### src/core/sfcd_defs.vh
// constants for the serial flash command decoder
// assumes single-bit serial link, mode 0 or mode 3
// How it works
// - opcode 02 plus three address bytes then data programs that page
// - opcode 20 plus three address bytes erases the 4K sector
// - opcode d8 plus three address bytes erases the 64KB block
// - opcode 05 shifts out the status register
// - opcode 15 shifts out config register one then two
// - opcode 75 or b0 suspends a running program or erase
// - write-type commands rejected unless chip select rises on a byte boundary
// - program and erase need the write-enable latch set
// - inputs sampled on rising serial clock, outputs driven on falling edge
`ifndef SFCD_DEFS_VH
`define SFCD_DEFS_VH
`define SFCD_OP_READ 8'h03
`define SFCD_OP_FAST_READ 8'h0b
`define SFCD_OP_PAGE_PROGRAM 8'h02
`define SFCD_OP_SECTOR_ERASE 8'h20
`define SFCD_OP_BLOCK_ERASE 8'hd8
`define SFCD_OP_STATUS_READ 8'h05
`define SFCD_OP_CONFIG_READ 8'h15
`define SFCD_OP_SUSPEND_A 8'h75
`define SFCD_OP_SUSPEND_B 8'hb0
`define SFCD_OP_WRITE_ENABLE 8'h06
`define SFCD_OP_WRITE_DISABLE 8'h04
`define SFCD_SECTOR_MASK 24'hfff000
`define SFCD_BLOCK_MASK 24'hff0000
`define SFCD_PAGE_MASK 24'hffff00
`define SFCD_KIND_PROGRAM 2'h0
`define SFCD_KIND_SECTOR 2'h1
`define SFCD_KIND_BLOCK 2'h2
`define SFCD_STAT_BUSY 0
`define SFCD_STAT_LATCH 1
`define SFCD_FIFO_DEPTH 8
`endif

### src/core/sfcd_fifo.v
// small synchronous fifo for program data bytes
// assumes one clock; sink may stall to apply back-pressure
`timescale 1ns/1ps
module sfcd_fifo #(
    parameter WIDTH = 8,
    parameter DEPTH = 8,
    parameter AW = 3
) (
    // system
    input wire clock,
    input wire srst,
    input wire flush,
    // fill side
    input wire in_valid,
    output wire in_ready,
    input wire [WIDTH-1:0] in_data,
    // drain side
    output wire out_valid,
    input wire out_ready,
    output wire [WIDTH-1:0] out_data
);
    reg [WIDTH-1:0] mem [0:DEPTH-1];
    reg [AW-1:0] wr_q;
    reg [AW-1:0] rd_q;
    reg [AW:0] cnt_q;
    wire push = in_valid && in_ready;
    wire pop = out_valid && out_ready;
    assign in_ready = (cnt_q != DEPTH[AW:0]);
    assign out_valid = (cnt_q != {(AW+1){1'b0}});
    assign out_data = mem[rd_q];
    always @(posedge clock) begin
        if (push)
            mem[wr_q] <= in_data;
    end
    always @(posedge clock) begin
        if (srst || flush) begin
            wr_q <= {AW{1'b0}};
            rd_q <= {AW{1'b0}};
            cnt_q <= {(AW+1){1'b0}};
        end else begin
            if (push)
                wr_q <= (wr_q == DEPTH[AW-1:0] - 1'b1) ? {AW{1'b0}} : wr_q + 1'b1;
            if (pop)
                rd_q <= (rd_q == DEPTH[AW-1:0] - 1'b1) ? {AW{1'b0}} : rd_q + 1'b1;
            if (push && !pop)
                cnt_q <= cnt_q + 1'b1;
            else if (pop && !push)
                cnt_q <= cnt_q - 1'b1;
        end
    end
endmodule // sfcd_fifo

### src/core/sfcd_decoder.v
// serial flash command decoder: shifts in opcode and address, launches array work
// assumes link pins are asynchronous and oversampled by clock (link clock 160 ns)
`timescale 1ns/1ps
`include "sfcd_defs.vh"
module sfcd_decoder #(
    parameter DUMMY_BITS = 8
) (
    // system
    input wire clock,
    input wire srst,
    // serial link
    input wire sclk,
    input wire cs_n,
    input wire si,
    output reg so_q,
    output reg so_oe_q,
    // array side status and configuration
    input wire array_busy,
    input wire [7:0] status_bits,
    input wire [7:0] config1,
    input wire [7:0] config2,
    // array operation launch
    output reg op_start_q,
    output reg [1:0] op_kind_q,
    output reg [23:0] op_addr_q,
    output reg op_suspend_q,
    output reg write_enable_latch_q,
    // read address to the array
    output reg rd_req_q,
    output reg [23:0] rd_addr_q,
    input wire [7:0] rd_data,
    // program data stream
    output reg pgm_valid_q,
    output reg [7:0] pgm_data_q,
    input wire pgm_ready
);
    // two-stage synchronisers
    reg sclk_m_q, sclk_s_q, sclk_p_q;
    reg cs_m_q, cs_s_q;
    reg si_m_q, si_s_q;
    always @(posedge clock) begin
        sclk_m_q <= sclk;
        sclk_s_q <= sclk_m_q;
        sclk_p_q <= sclk_s_q;
        cs_m_q <= cs_n;
        cs_s_q <= cs_m_q;
        si_m_q <= si;
        si_s_q <= si_m_q;
    end
    wire sck_rise = sclk_s_q && !sclk_p_q;
    wire sck_fall = !sclk_s_q && sclk_p_q;
    wire selected = !cs_s_q;

    localparam ST_OP = 7'h01;
    localparam ST_ADDR = 7'h02;
    localparam ST_DUMMY = 7'h04;
    localparam ST_DATA_OUT = 7'h08;
    localparam ST_DATA_IN = 7'h10;
    localparam ST_TAIL = 7'h20;
    localparam ST_IGNORE = 7'h40;

    reg [6:0] st_q;
    reg [7:0] sh_q;
    reg [2:0] bit_q;
    reg [1:0] abyte_q;
    reg [7:0] op_q;
    reg [23:0] addr_q;
    reg [7:0] dcnt_q;
    reg [7:0] out_q;
    reg out_sel_q;
    reg was_sel_q;
    reg boundary_q;

    // program data buffered; fifo fill stalls only by dropping excess bytes
    // one more byte can wait in the output stage after the fifo
    wire fifo_in_ready;
    wire fifo_out_valid;
    wire [7:0] fifo_out_data;
    reg fifo_push_q;
    reg [7:0] fifo_byte_q;
    reg fifo_flush_q;
    sfcd_fifo #(.WIDTH(8), .DEPTH(`SFCD_FIFO_DEPTH), .AW(3)) u_fifo (
        .clock(clock),
        .srst(srst),
        .flush(fifo_flush_q),
        .in_valid(fifo_push_q),
        .in_ready(fifo_in_ready),
        .in_data(fifo_byte_q),
        .out_valid(fifo_out_valid),
        .out_ready(!pgm_valid_q || pgm_ready),
        .out_data(fifo_out_data)
    );

    function is_read_op;
        input [7:0] op;
        begin
            is_read_op = (op == `SFCD_OP_READ) || (op == `SFCD_OP_FAST_READ);
        end
    endfunction

    function is_addr_op;
        input [7:0] op;
        begin
            is_addr_op = is_read_op(op) || (op == `SFCD_OP_PAGE_PROGRAM) ||
                (op == `SFCD_OP_SECTOR_ERASE) || (op == `SFCD_OP_BLOCK_ERASE);
        end
    endfunction

    wire [7:0] sh_next = {sh_q[6:0], si_s_q};

    always @(posedge clock) begin
        if (srst) begin
            st_q <= ST_OP;
            sh_q <= 8'h00;
            bit_q <= 3'h0;
            abyte_q <= 2'h0;
            op_q <= 8'h00;
            addr_q <= 24'h000000;
            dcnt_q <= 8'h00;
            out_q <= 8'h00;
            out_sel_q <= 1'b0;
            was_sel_q <= 1'b0;
            boundary_q <= 1'b1;
            so_q <= 1'b0;
            so_oe_q <= 1'b0;
            op_start_q <= 1'b0;
            op_kind_q <= 2'h0;
            op_addr_q <= 24'h000000;
            op_suspend_q <= 1'b0;
            write_enable_latch_q <= 1'b0;
            rd_req_q <= 1'b0;
            rd_addr_q <= 24'h000000;
            fifo_push_q <= 1'b0;
            fifo_byte_q <= 8'h00;
            fifo_flush_q <= 1'b0;
            pgm_valid_q <= 1'b0;
            pgm_data_q <= 8'h00;
        end else begin
            was_sel_q <= selected;
            op_start_q <= 1'b0;
            op_suspend_q <= 1'b0;
            rd_req_q <= 1'b0;
            fifo_push_q <= 1'b0;
            fifo_flush_q <= 1'b0;
            // refill when empty or being taken; valid never waits on ready
            if (!pgm_valid_q || pgm_ready) begin
                pgm_valid_q <= fifo_out_valid;
                if (fifo_out_valid)
                    pgm_data_q <= fifo_out_data;
            end
            if (!selected) begin
                so_oe_q <= 1'b0;
                if (was_sel_q) begin
                    // deselect: commit write-type commands only on a byte boundary
                    if (boundary_q && st_q == ST_TAIL) begin
                        case (op_q)
                            `SFCD_OP_WRITE_ENABLE: write_enable_latch_q <= 1'b1;
                            `SFCD_OP_WRITE_DISABLE: write_enable_latch_q <= 1'b0;
                            `SFCD_OP_SUSPEND_A, `SFCD_OP_SUSPEND_B: begin
                                if (array_busy) begin
                                    op_suspend_q <= 1'b1;
                                    write_enable_latch_q <= 1'b0;
                                end
                            end
                            `SFCD_OP_SECTOR_ERASE: begin
                                if (write_enable_latch_q && !array_busy) begin
                                    op_start_q <= 1'b1;
                                    op_kind_q <= `SFCD_KIND_SECTOR;
                                    op_addr_q <= addr_q & `SFCD_SECTOR_MASK;
                                    write_enable_latch_q <= 1'b0;
                                end
                            end
                            `SFCD_OP_BLOCK_ERASE: begin
                                if (write_enable_latch_q && !array_busy) begin
                                    op_start_q <= 1'b1;
                                    op_kind_q <= `SFCD_KIND_BLOCK;
                                    op_addr_q <= addr_q & `SFCD_BLOCK_MASK;
                                    write_enable_latch_q <= 1'b0;
                                end
                            end
                            default: ;
                        endcase
                    end else if (boundary_q && st_q == ST_DATA_IN &&
                                 write_enable_latch_q && !array_busy) begin
                        op_start_q <= 1'b1;
                        op_kind_q <= `SFCD_KIND_PROGRAM;
                        op_addr_q <= addr_q & `SFCD_PAGE_MASK;
                        write_enable_latch_q <= 1'b0;
                    end else if (st_q == ST_DATA_IN)
                        fifo_flush_q <= 1'b1;
                end
                st_q <= ST_OP;
                bit_q <= 3'h0;
                abyte_q <= 2'h0;
                boundary_q <= 1'b1;
                out_sel_q <= 1'b0;
            end else if (sck_rise) begin
                sh_q <= sh_next;
                bit_q <= bit_q + 3'h1;
                boundary_q <= (bit_q == 3'h7);
                case (st_q)
                    ST_OP: begin
                        if (bit_q == 3'h7) begin
                            op_q <= sh_next;
                            if (is_addr_op(sh_next)) begin
                                st_q <= ST_ADDR;
                                if (sh_next == `SFCD_OP_PAGE_PROGRAM)
                                    fifo_flush_q <= 1'b1;
                            end else if (sh_next == `SFCD_OP_STATUS_READ) begin
                                out_q <= status_bits;
                                st_q <= ST_DATA_OUT;
                            end else if (sh_next == `SFCD_OP_CONFIG_READ) begin
                                out_q <= config1;
                                out_sel_q <= 1'b0;
                                st_q <= ST_DATA_OUT;
                            end else if (sh_next == `SFCD_OP_WRITE_ENABLE ||
                                         sh_next == `SFCD_OP_WRITE_DISABLE ||
                                         sh_next == `SFCD_OP_SUSPEND_A ||
                                         sh_next == `SFCD_OP_SUSPEND_B)
                                st_q <= ST_TAIL;
                            else
                                st_q <= ST_IGNORE;
                        end
                    end
                    ST_ADDR: begin
                        if (bit_q == 3'h7) begin
                            addr_q <= {addr_q[15:0], sh_next};
                            abyte_q <= abyte_q + 2'h1;
                            if (abyte_q == 2'h2) begin
                                if (op_q == `SFCD_OP_FAST_READ) begin
                                    st_q <= ST_DUMMY;
                                    dcnt_q <= 8'h00;
                                end else if (op_q == `SFCD_OP_READ) begin
                                    st_q <= ST_DATA_OUT;
                                    rd_req_q <= 1'b1;
                                    rd_addr_q <= {addr_q[15:0], sh_next};
                                end else if (op_q == `SFCD_OP_PAGE_PROGRAM)
                                    st_q <= ST_DATA_IN;
                                else
                                    st_q <= ST_TAIL;
                            end
                        end
                    end
                    ST_DUMMY: begin
                        dcnt_q <= dcnt_q + 8'h01;
                        if (dcnt_q == DUMMY_BITS[7:0] - 8'h01) begin
                            st_q <= ST_DATA_OUT;
                            rd_req_q <= 1'b1;
                            rd_addr_q <= addr_q;
                        end
                    end
                    ST_DATA_OUT: begin
                        // register reads reload here; array reads fetch at the next fall
                        if (bit_q == 3'h7 && !is_read_op(op_q)) begin
                            if (op_q == `SFCD_OP_STATUS_READ)
                                out_q <= status_bits;
                            else begin
                                out_sel_q <= !out_sel_q;
                                out_q <= out_sel_q ? config1 : config2;
                            end
                        end
                    end
                    ST_DATA_IN: begin
                        if (bit_q == 3'h7 && fifo_in_ready) begin
                            fifo_push_q <= 1'b1;
                            fifo_byte_q <= sh_next;
                        end
                    end
                    ST_TAIL: st_q <= ST_IGNORE;
                    ST_IGNORE: ;
                    default: st_q <= ST_IGNORE;
                endcase
            end else if (sck_fall && st_q == ST_DATA_OUT) begin
                // drive msb first on falling edge
                so_oe_q <= 1'b1;
                if (bit_q == 3'h0 && is_read_op(op_q)) begin
                    // fetch at byte start so the first streamed byte is the addressed one
                    so_q <= rd_data[7];
                    out_q <= rd_data;
                    rd_req_q <= 1'b1;
                    rd_addr_q <= rd_addr_q + 24'h000001;
                end else
                    so_q <= out_q[~bit_q];
            end
        end
    end
endmodule // sfcd_decoder

### config.mk
export PLATFORM = sky130hd
export DESIGN_NAME = sfcd_decoder
export DESIGN_NICKNAME = d
export VERILOG_FILES = /design/src/core/sfcd_fifo.v /design/src/core/sfcd_decoder.v
export VERILOG_INCLUDE_DIRS = /design/src /design/src/core
export SDC_FILE = /design/constraint.sdc
export NUM_CORES = 1
export LEC_CHECK = 0
export BUFFER_PORTS_ARGS = -buffer_cell sky130_fd_sc_hd__buf_4
export CAP_MARGIN = 20
export CORE_MARGIN = 10
export CORE_UTILIZATION = 60
export CTS_CLUSTER_SIZE = 8
export DETAILED_ROUTE_END_ITERATION = 12
export PLACE_DENSITY = 0.77
export SLEW_MARGIN = 0
export SYNTH_ARGS = -nofsm -noshare
export SYNTH_HDL_FRONTEND = slang
export SYNTH_SLANG_ARGS = --single-unit
### constraint.sdc
create_clock -name clock -period 7.6 [get_ports clock]
set_clock_uncertainty 0.05 [all_clocks]
set_input_delay 0.38 -clock clock [delete_from_list [all_inputs] [get_ports clock]]
set_output_delay 0.38 -clock clock [all_outputs]
set_load 0.02 [all_outputs]
# Yosys cells after proc, flatten, opt, wreduce, memory -nomap -nowiden
# Memory sizes are Yosys's and may differ from the RTL's. A register that Yosys moved wholly into a read port is not among the register bits.
# Cells that the tools add are included.
[totals]
n_memories = 1
output_inout_bits = 65
ram_bits = 64
register_bits = 154
in_bits = 39
elab_cells = 269
[memory_table]
columns = ["memory", "words", "word_bits", "read_ports", "rd_clocked_by_memory_dff", "wr", "line_no", "text"]
rows = [
  ["u_fifo.mem", 8, 8, 1, 1, 1, "sfcd_fifo.v:22", "reg [WIDTH-1:0] mem [0:DEPTH-1];"],
]
[op_classes]
n_reduce_logical = 64
add_sub_neg = 8
order_cmp = 1
muxes = 92
n_bitwise = 8
eq_ne = 61
[ops]
columns = ["cell", "count"]
rows = [
  ["24-bit two-way mux", 12],
  ["8-bit two-way mux", 13],
  ["24-bit case mux with 2 select lines", 2],
  ["8-bit by 3-bit == test with 1-bit output (second input constant)", 7],
  ["7-bit two-way mux", 8],
  ["1-bit two-way mux", 38],
  ["3-bit inequality test (second input constant)", 11],
  ["8-bit by 2-bit == test with 1-bit output (second input constant)", 4],
  ["8-bit == test (second input constant)", 4],
  ["8-bit case mux with 2 select lines", 2],
  ["7-bit case mux with 4 select lines", 1],
  ["24-bit by 1-bit adder with 24-bit output (second input constant)", 1],
  ["6-bit AND reduction", 4],
  ["2-bit inequality test (second input constant)", 10],
  ["6-bit two-way mux", 3],
  ["8-bit by 4-bit == test with 1-bit output (second input constant)", 2],
  ["8-bit by 6-bit == test with 1-bit output (second input constant)", 2],
  ["8-bit by 7-bit == test with 1-bit output (second input constant)", 2],
  ["8-bit AND reduction", 2],
  ["1-bit logical AND", 15],
  ["4-bit AND reduction", 3],
  ["2-bit nonzero test", 6],
  ["1-bit logical OR", 10],
  ["3-bit by 1-bit adder with 3-bit output (second input constant)", 3],
  ["other kinds (38)", 69],
]

# Depth between registers and ports, before layout
[logic_depth]
ltp_word = 10
mapped_depth = 12
ltp_nobuf = 12

# Cells and area by module
# Synthesis repeated with hierarchy kept, for this count alone.
[hier_totals]
cells_unflattened = 1088
hier_area_um2 = 10263.6
[by_module_without_submodules]
columns = ["module", "n_inst", "seq_area_each_um2", "cells_each", "area_each_um2"]
rows = [
  ["sfcd_decoder", 1, 2882.8, 918, 7124.3],
  ["sfcd_fifo", 1, 2182.1, 170, 3139.3],
]

# Worst setup path before layout
# OpenSTA, ideal clock, no wires.
[synth_path]
path_kind = "register -> register"
from = "register u_fifo.cnt_q[0]"
to = "register u_fifo.cnt_q[3]"
setup_slack_ns = 5.045
t_arrival_ns = 2.434
stages_incl_launch_ff = 13
setup_time_ns = 0.071
required_ns = 7.479
period_less_slack_ns = 2.555
path_buffers = 1
path_cell_list = "dfxtp_1 nor4_1 nor2b_1 clkbuf_1 inv_1 ha_1 inv_1 ha_1 a21o_1 a21oi_1 xnor2_1 or3_1 a21oi_1"
[synth_between]
elab_chain_cells = 5
elab_cells_between_ends = 13
cone_classes = "2 x add/sub; 1 x eq/ne; 2 x mux; 8 x reduce/logical"
[synth_rtl]
columns = ["item", "line_no", "text"]
rows = [
  ["start, declared", "sfcd_fifo.v:25", "reg [AW:0] cnt_q;"],
  ["start signal, assigned", "sfcd_fifo.v:39", "cnt_q <= {(AW+1){1'b0}};"],
  ["start signal, assigned", "sfcd_fifo.v:46", "cnt_q <= cnt_q + 1'b1;"],
  ["start signal, assigned", "sfcd_fifo.v:48", "cnt_q <= cnt_q - 1'b1;"],
  ["branches (longest 5 deep; another with 4-bit by 1-bit subtractor with 4-bit output)", "n/a", ""],
]
# Parallel ways; which one is timed is not known. The select of a mux whose other input is x is not followed.
# A chain may end at the register's enable or synchronous reset.

# Worst setup path in the final report
[layout_path]
from = "register st_q[0]"
to = "register rd_addr_q[0]"
[layout_between]
elab_chain_cells = 4
elab_cells_between_ends = 14
cone_classes = "9 x eq/ne; 2 x mux; 3 x reduce/logical"
[layout_rtl]
columns = ["item", "line_no", "text"]
rows = [
  ["start, declared", "sfcd_decoder.v:62", "reg [6:0] st_q;"],
  ["start signal, assigned", "sfcd_decoder.v:113", "st_q <= ST_OP;"],
  ["start signal, assigned", "sfcd_decoder.v:192", "st_q <= ST_OP;"],
  ["start signal, assigned", "sfcd_decoder.v:206", "st_q <= ST_ADDR;"],
  ["7-bit by 4-bit == test with 1-bit output", "sfcd_decoder.v:273", "end else if (sck_fall && st_q == ST_DATA_OUT) begin"],
  ["1-bit logical AND", "sfcd_decoder.v:273", ""],
  ["2-bit nonzero test (no line)", "n/a", ""],
  ["9-bit AND reduction (no line)", "n/a", ""],
  ["end signal, assigned", "sfcd_decoder.v:236", "rd_addr_q <= {addr_q[15:0], sh_next};"],
  ["end signal, assigned", "sfcd_decoder.v:249", "rd_addr_q <= addr_q;"],
  ["end signal, assigned", "sfcd_decoder.v:281", "rd_addr_q <= rd_addr_q + 24'h000001;"],
  ["end, declared", "sfcd_decoder.v:30", "output reg [23:0] rd_addr_q,"],
]
# Parallel ways exist; a longest one is shown, timed or not.

==> run summary <==
DRC errors left -> 0
Placed cells -> 1,354
Number of global-route vias before repair -> 8,127
Max clock buf depth -> 3
Final Non-Filler Cells -> 1,404
CP max FO -> 30
Max Fclk -> 297 MHz
Fin crit period -> 3.37 ns
DRT iter0 DRCs -> 660
Port bufs -> 95
Largest family of logic cells by synthesized area -> simple AND/OR/NAND/NOR gates
Hold/Removal Path Class -> primary input to flip-flop
Met3 WL -> 1.78 mm
Most frequent cells in the layout -> nand2_1 (180), dfxtp_1 (154), a21oi_1 (137)
CP max-delay cell -> and2_1
Req. time, crit path -> 8.01 ns
HPWL after DPL -> 16.9 mm
Core area -> 16,600 µm²
Fin. max-slew vios -> 0
Outcome -> finished clean
TritonCTS clock tree -> done
Compound-Gate Fraction of Synth Area -> 0.145
CTS resizes -> 0
DR pass1 iterations -> 8
Path type of the worst setup path -> flip-flop to flip-flop
Die X -> 150 µm
Max_cap viols -> 0
Synth Area in Simple Gates -> 0.208
Worst setup SP type -> flip-flop
Global-route usage over all layers -> 0.217
Area Growth Syn to Fin -> 16.2%
Setup TNS Final -> 0 ns
EDFF count, synth -> 64
Sequential share of the synthesized area -> 0.492
CP arrival -> 3.77 ns
Final setup fails -> 0
Synth cell types -> 66
Setup ws final -> 4.23 ns
Cell Area, Synth -> 10,200 µm²
Synthesized instance count -> 1,099
Post-synthesis xor/xnor area fraction -> 0.00948
Met1 WL -> 10.7 mm
Root Driver -> clkbuf_16
Max-slew headroom -> 0.269
LEAKAGE -> 4.21 nW
H-tree depth -> 1
Critical Path Max Stage Delay -> 0.89 ns
First-pass GRT wire length -> 40.9 mm
Critical-path cell list -> nor4b_1 > and2_1 > nand2b_1 > a32o_1 > or4_1 > a31oi_1
RSZ-0062 raised after global routing -> no
Initial antenna violation count -> 0
VDD IR max -> 0.250 mV
Layout cells sized above 1 -> 0.153
Yosys reg bits -> 218
Syn. warnings -> 0
GP Congestion -> 0.891
Die ar. -> 22,500 µm²
Adder-cell share of the synthesized area -> 0.0180
FFs w/ async S/R, synth -> 0
Fillcell total -> 1,270
Final wirelength -> 25.1 mm
Clk slew on worst S/H paths -> 0.05 ns
Max layer used -> met4
Most common cell after layout, fill and taps aside -> nand2_1
Chip height -> 150 µm
Pre-CTS setup slack -> 4.26 ns
Power per cell area -> 247 nW/µm²
TritonCTS Buffers -> 31
Via count -> 8,414
Latest clock arrival within the worst-skew pair -> 0.54 ns
ANT nets after route -> 0
Fraction of the cycle the final worst path needs -> 0.443
Nets -> 1,225
Antenna diode count -> 0
Multiplexer area fraction after synthesis -> 0.0853
Site Rows -> 47
Largest net degree at the start of global routing -> 90
Via-to-Cell Ratio -> 5.99
Clock sink count -> 218
Syn avg cell area -> 9.25 µm²
DR WL/cell -> 17.9 µm
Post CTS Setup Buffer Count -> 0
Least-Margin Pin Slew -> 1.09 ns
Hold Violations, Final -> 0
Crit end category -> flip-flop
Hold buffer count at CTS -> 3
Top-Level Pins -> 104
Grt ovf -> 0
Met2 wire len -> 12.1 mm
Post-synth top flop -> dfxtp_1
Starting Density -> 0.613
## metrics by stage
stage                     hold slack, ns  power (mW)  utilization  cell area [µm²]
final                             0.0868        2.91        0.712            11800
after detailed placement           0.262        1.74        0.659            10900
after global routing              0.0990        3.04        0.712            11800
after global placement             0.260        1.73        0.659            10900
after CTS                         0.0729        2.94        0.712            11800
after floorplan                    0.260        1.62            -            10200
## registers in the layout, summed over array words and instances, names as in the netlist, 2 cells and up
signal        cells
abyte_q           2
addr_q           24
bit_q             3
dcnt_q            8
fifo_byte_q       8
op_addr_q        16
op_kind_q         2
op_q              8
out_q             8
pgm_data_q        8
rd_addr_q        24
sh_q              7
st_q              7
u_fifo.cnt_q      4
u_fifo.mem       64
u_fifo.rd_q       3
u_fifo.wr_q       3
## cell families (layout without fill, tap and decap cells)
| group | after synthesis | in the layout |
|---|---|---|
| other cells | 1 | 8 |
| simple gates | 433 | 433 |
| compound gates | 257 | 257 |
| buf+inv | 101 | 179 |
| mux | 64 | 64 |
| flops | 218 | 218 |
| xor+xnor | 11 | 11 |
| fa+ha+maj | 14 | 14 |
## cell type report
| cell class | instances | area [µm²] | area share |
|---|---|---|---|
| Multi-Input combinational cell | 787 | 4780 | 0.404 |
| Sequential cell | 218 | 5000 | 0.424 |
| Clock inverter | 2 | 17.5 | 0.00148 |
| Timing Repair Buffer | 110 | 831 | 0.0703 |
| Tap cell | 220 | 275 | 0.0233 |
| Inverter | 24 | 90.1 | 0.00762 |
| Clock buffer | 43 | 821 | 0.0695 |
## critical path, delay by kind of cell, from the launching register on
| family | cells | cell delay, ns |
|---|---|---|
| AND/OR/NAND/NOR | 4 | 2.14 |
| flip-flops | 1 | 0.36 |
| AO/OA/AOI/OAI | 2 | 0.74 |
## path summary, 6_finish.rpt
kind                                     end  cells after the start  slack [ns]  startpoint
worst max-delay path            rd_addr_q[0]                      6        4.23     st_q[0]
worst min-delay path             pgm_valid_q                      3        0.09   pgm_ready
worst max register to register  rd_addr_q[0]                      6        4.23     st_q[0]
worst min register to register        cs_s_q                      0        0.27      cs_m_q
## cells in the mapped netlist (6+ instances only)
master	n	area (µm²)
nor4b_1	8	70.1
a211oi_1	10	75.1
edfxtp_1	64	1920
xnor2_1	10	87.6
o21ai_0	57	285
clkbuf_1	59	221
nor2_1	88	330
nand2_1	180	676
ha_1	13	163
mux4_2	18	405
nand3_1	26	130
nand4_1	8	50.1
inv_1	24	90.1
or3_1	8	50.1
dfxtp_1	154	3080
nand2b_1	11	68.8
o32ai_1	8	70.1
nor3b_1	9	67.6
mux2i_1	45	450
nor4_1	16	100
and3_1	7	43.8
buf_1	6	22.5
nor2b_1	10	62.6
a31oi_1	9	56.3
nor3_1	32	160
buf_4	8	60.1
a21oi_1	137	686
## routing by layer
metal  up-vias  GRT usage
met5         -          0
met4         0     0.0705
met3        48     0.0429
met2       304      0.356
met1      3991      0.284
li1       4071          -
## power by group
| group | total [mW] | internal (mW) | switching (mW) |
|---|---|---|---|
| Sequential | 1.29 | 1.24 | 0.0503 |
| Combinational | 0.435 | 0.208 | 0.227 |
| Clock | 1.19 | 0.733 | 0.457 |
Note: power is estimated with default switching activity, not from simulation.
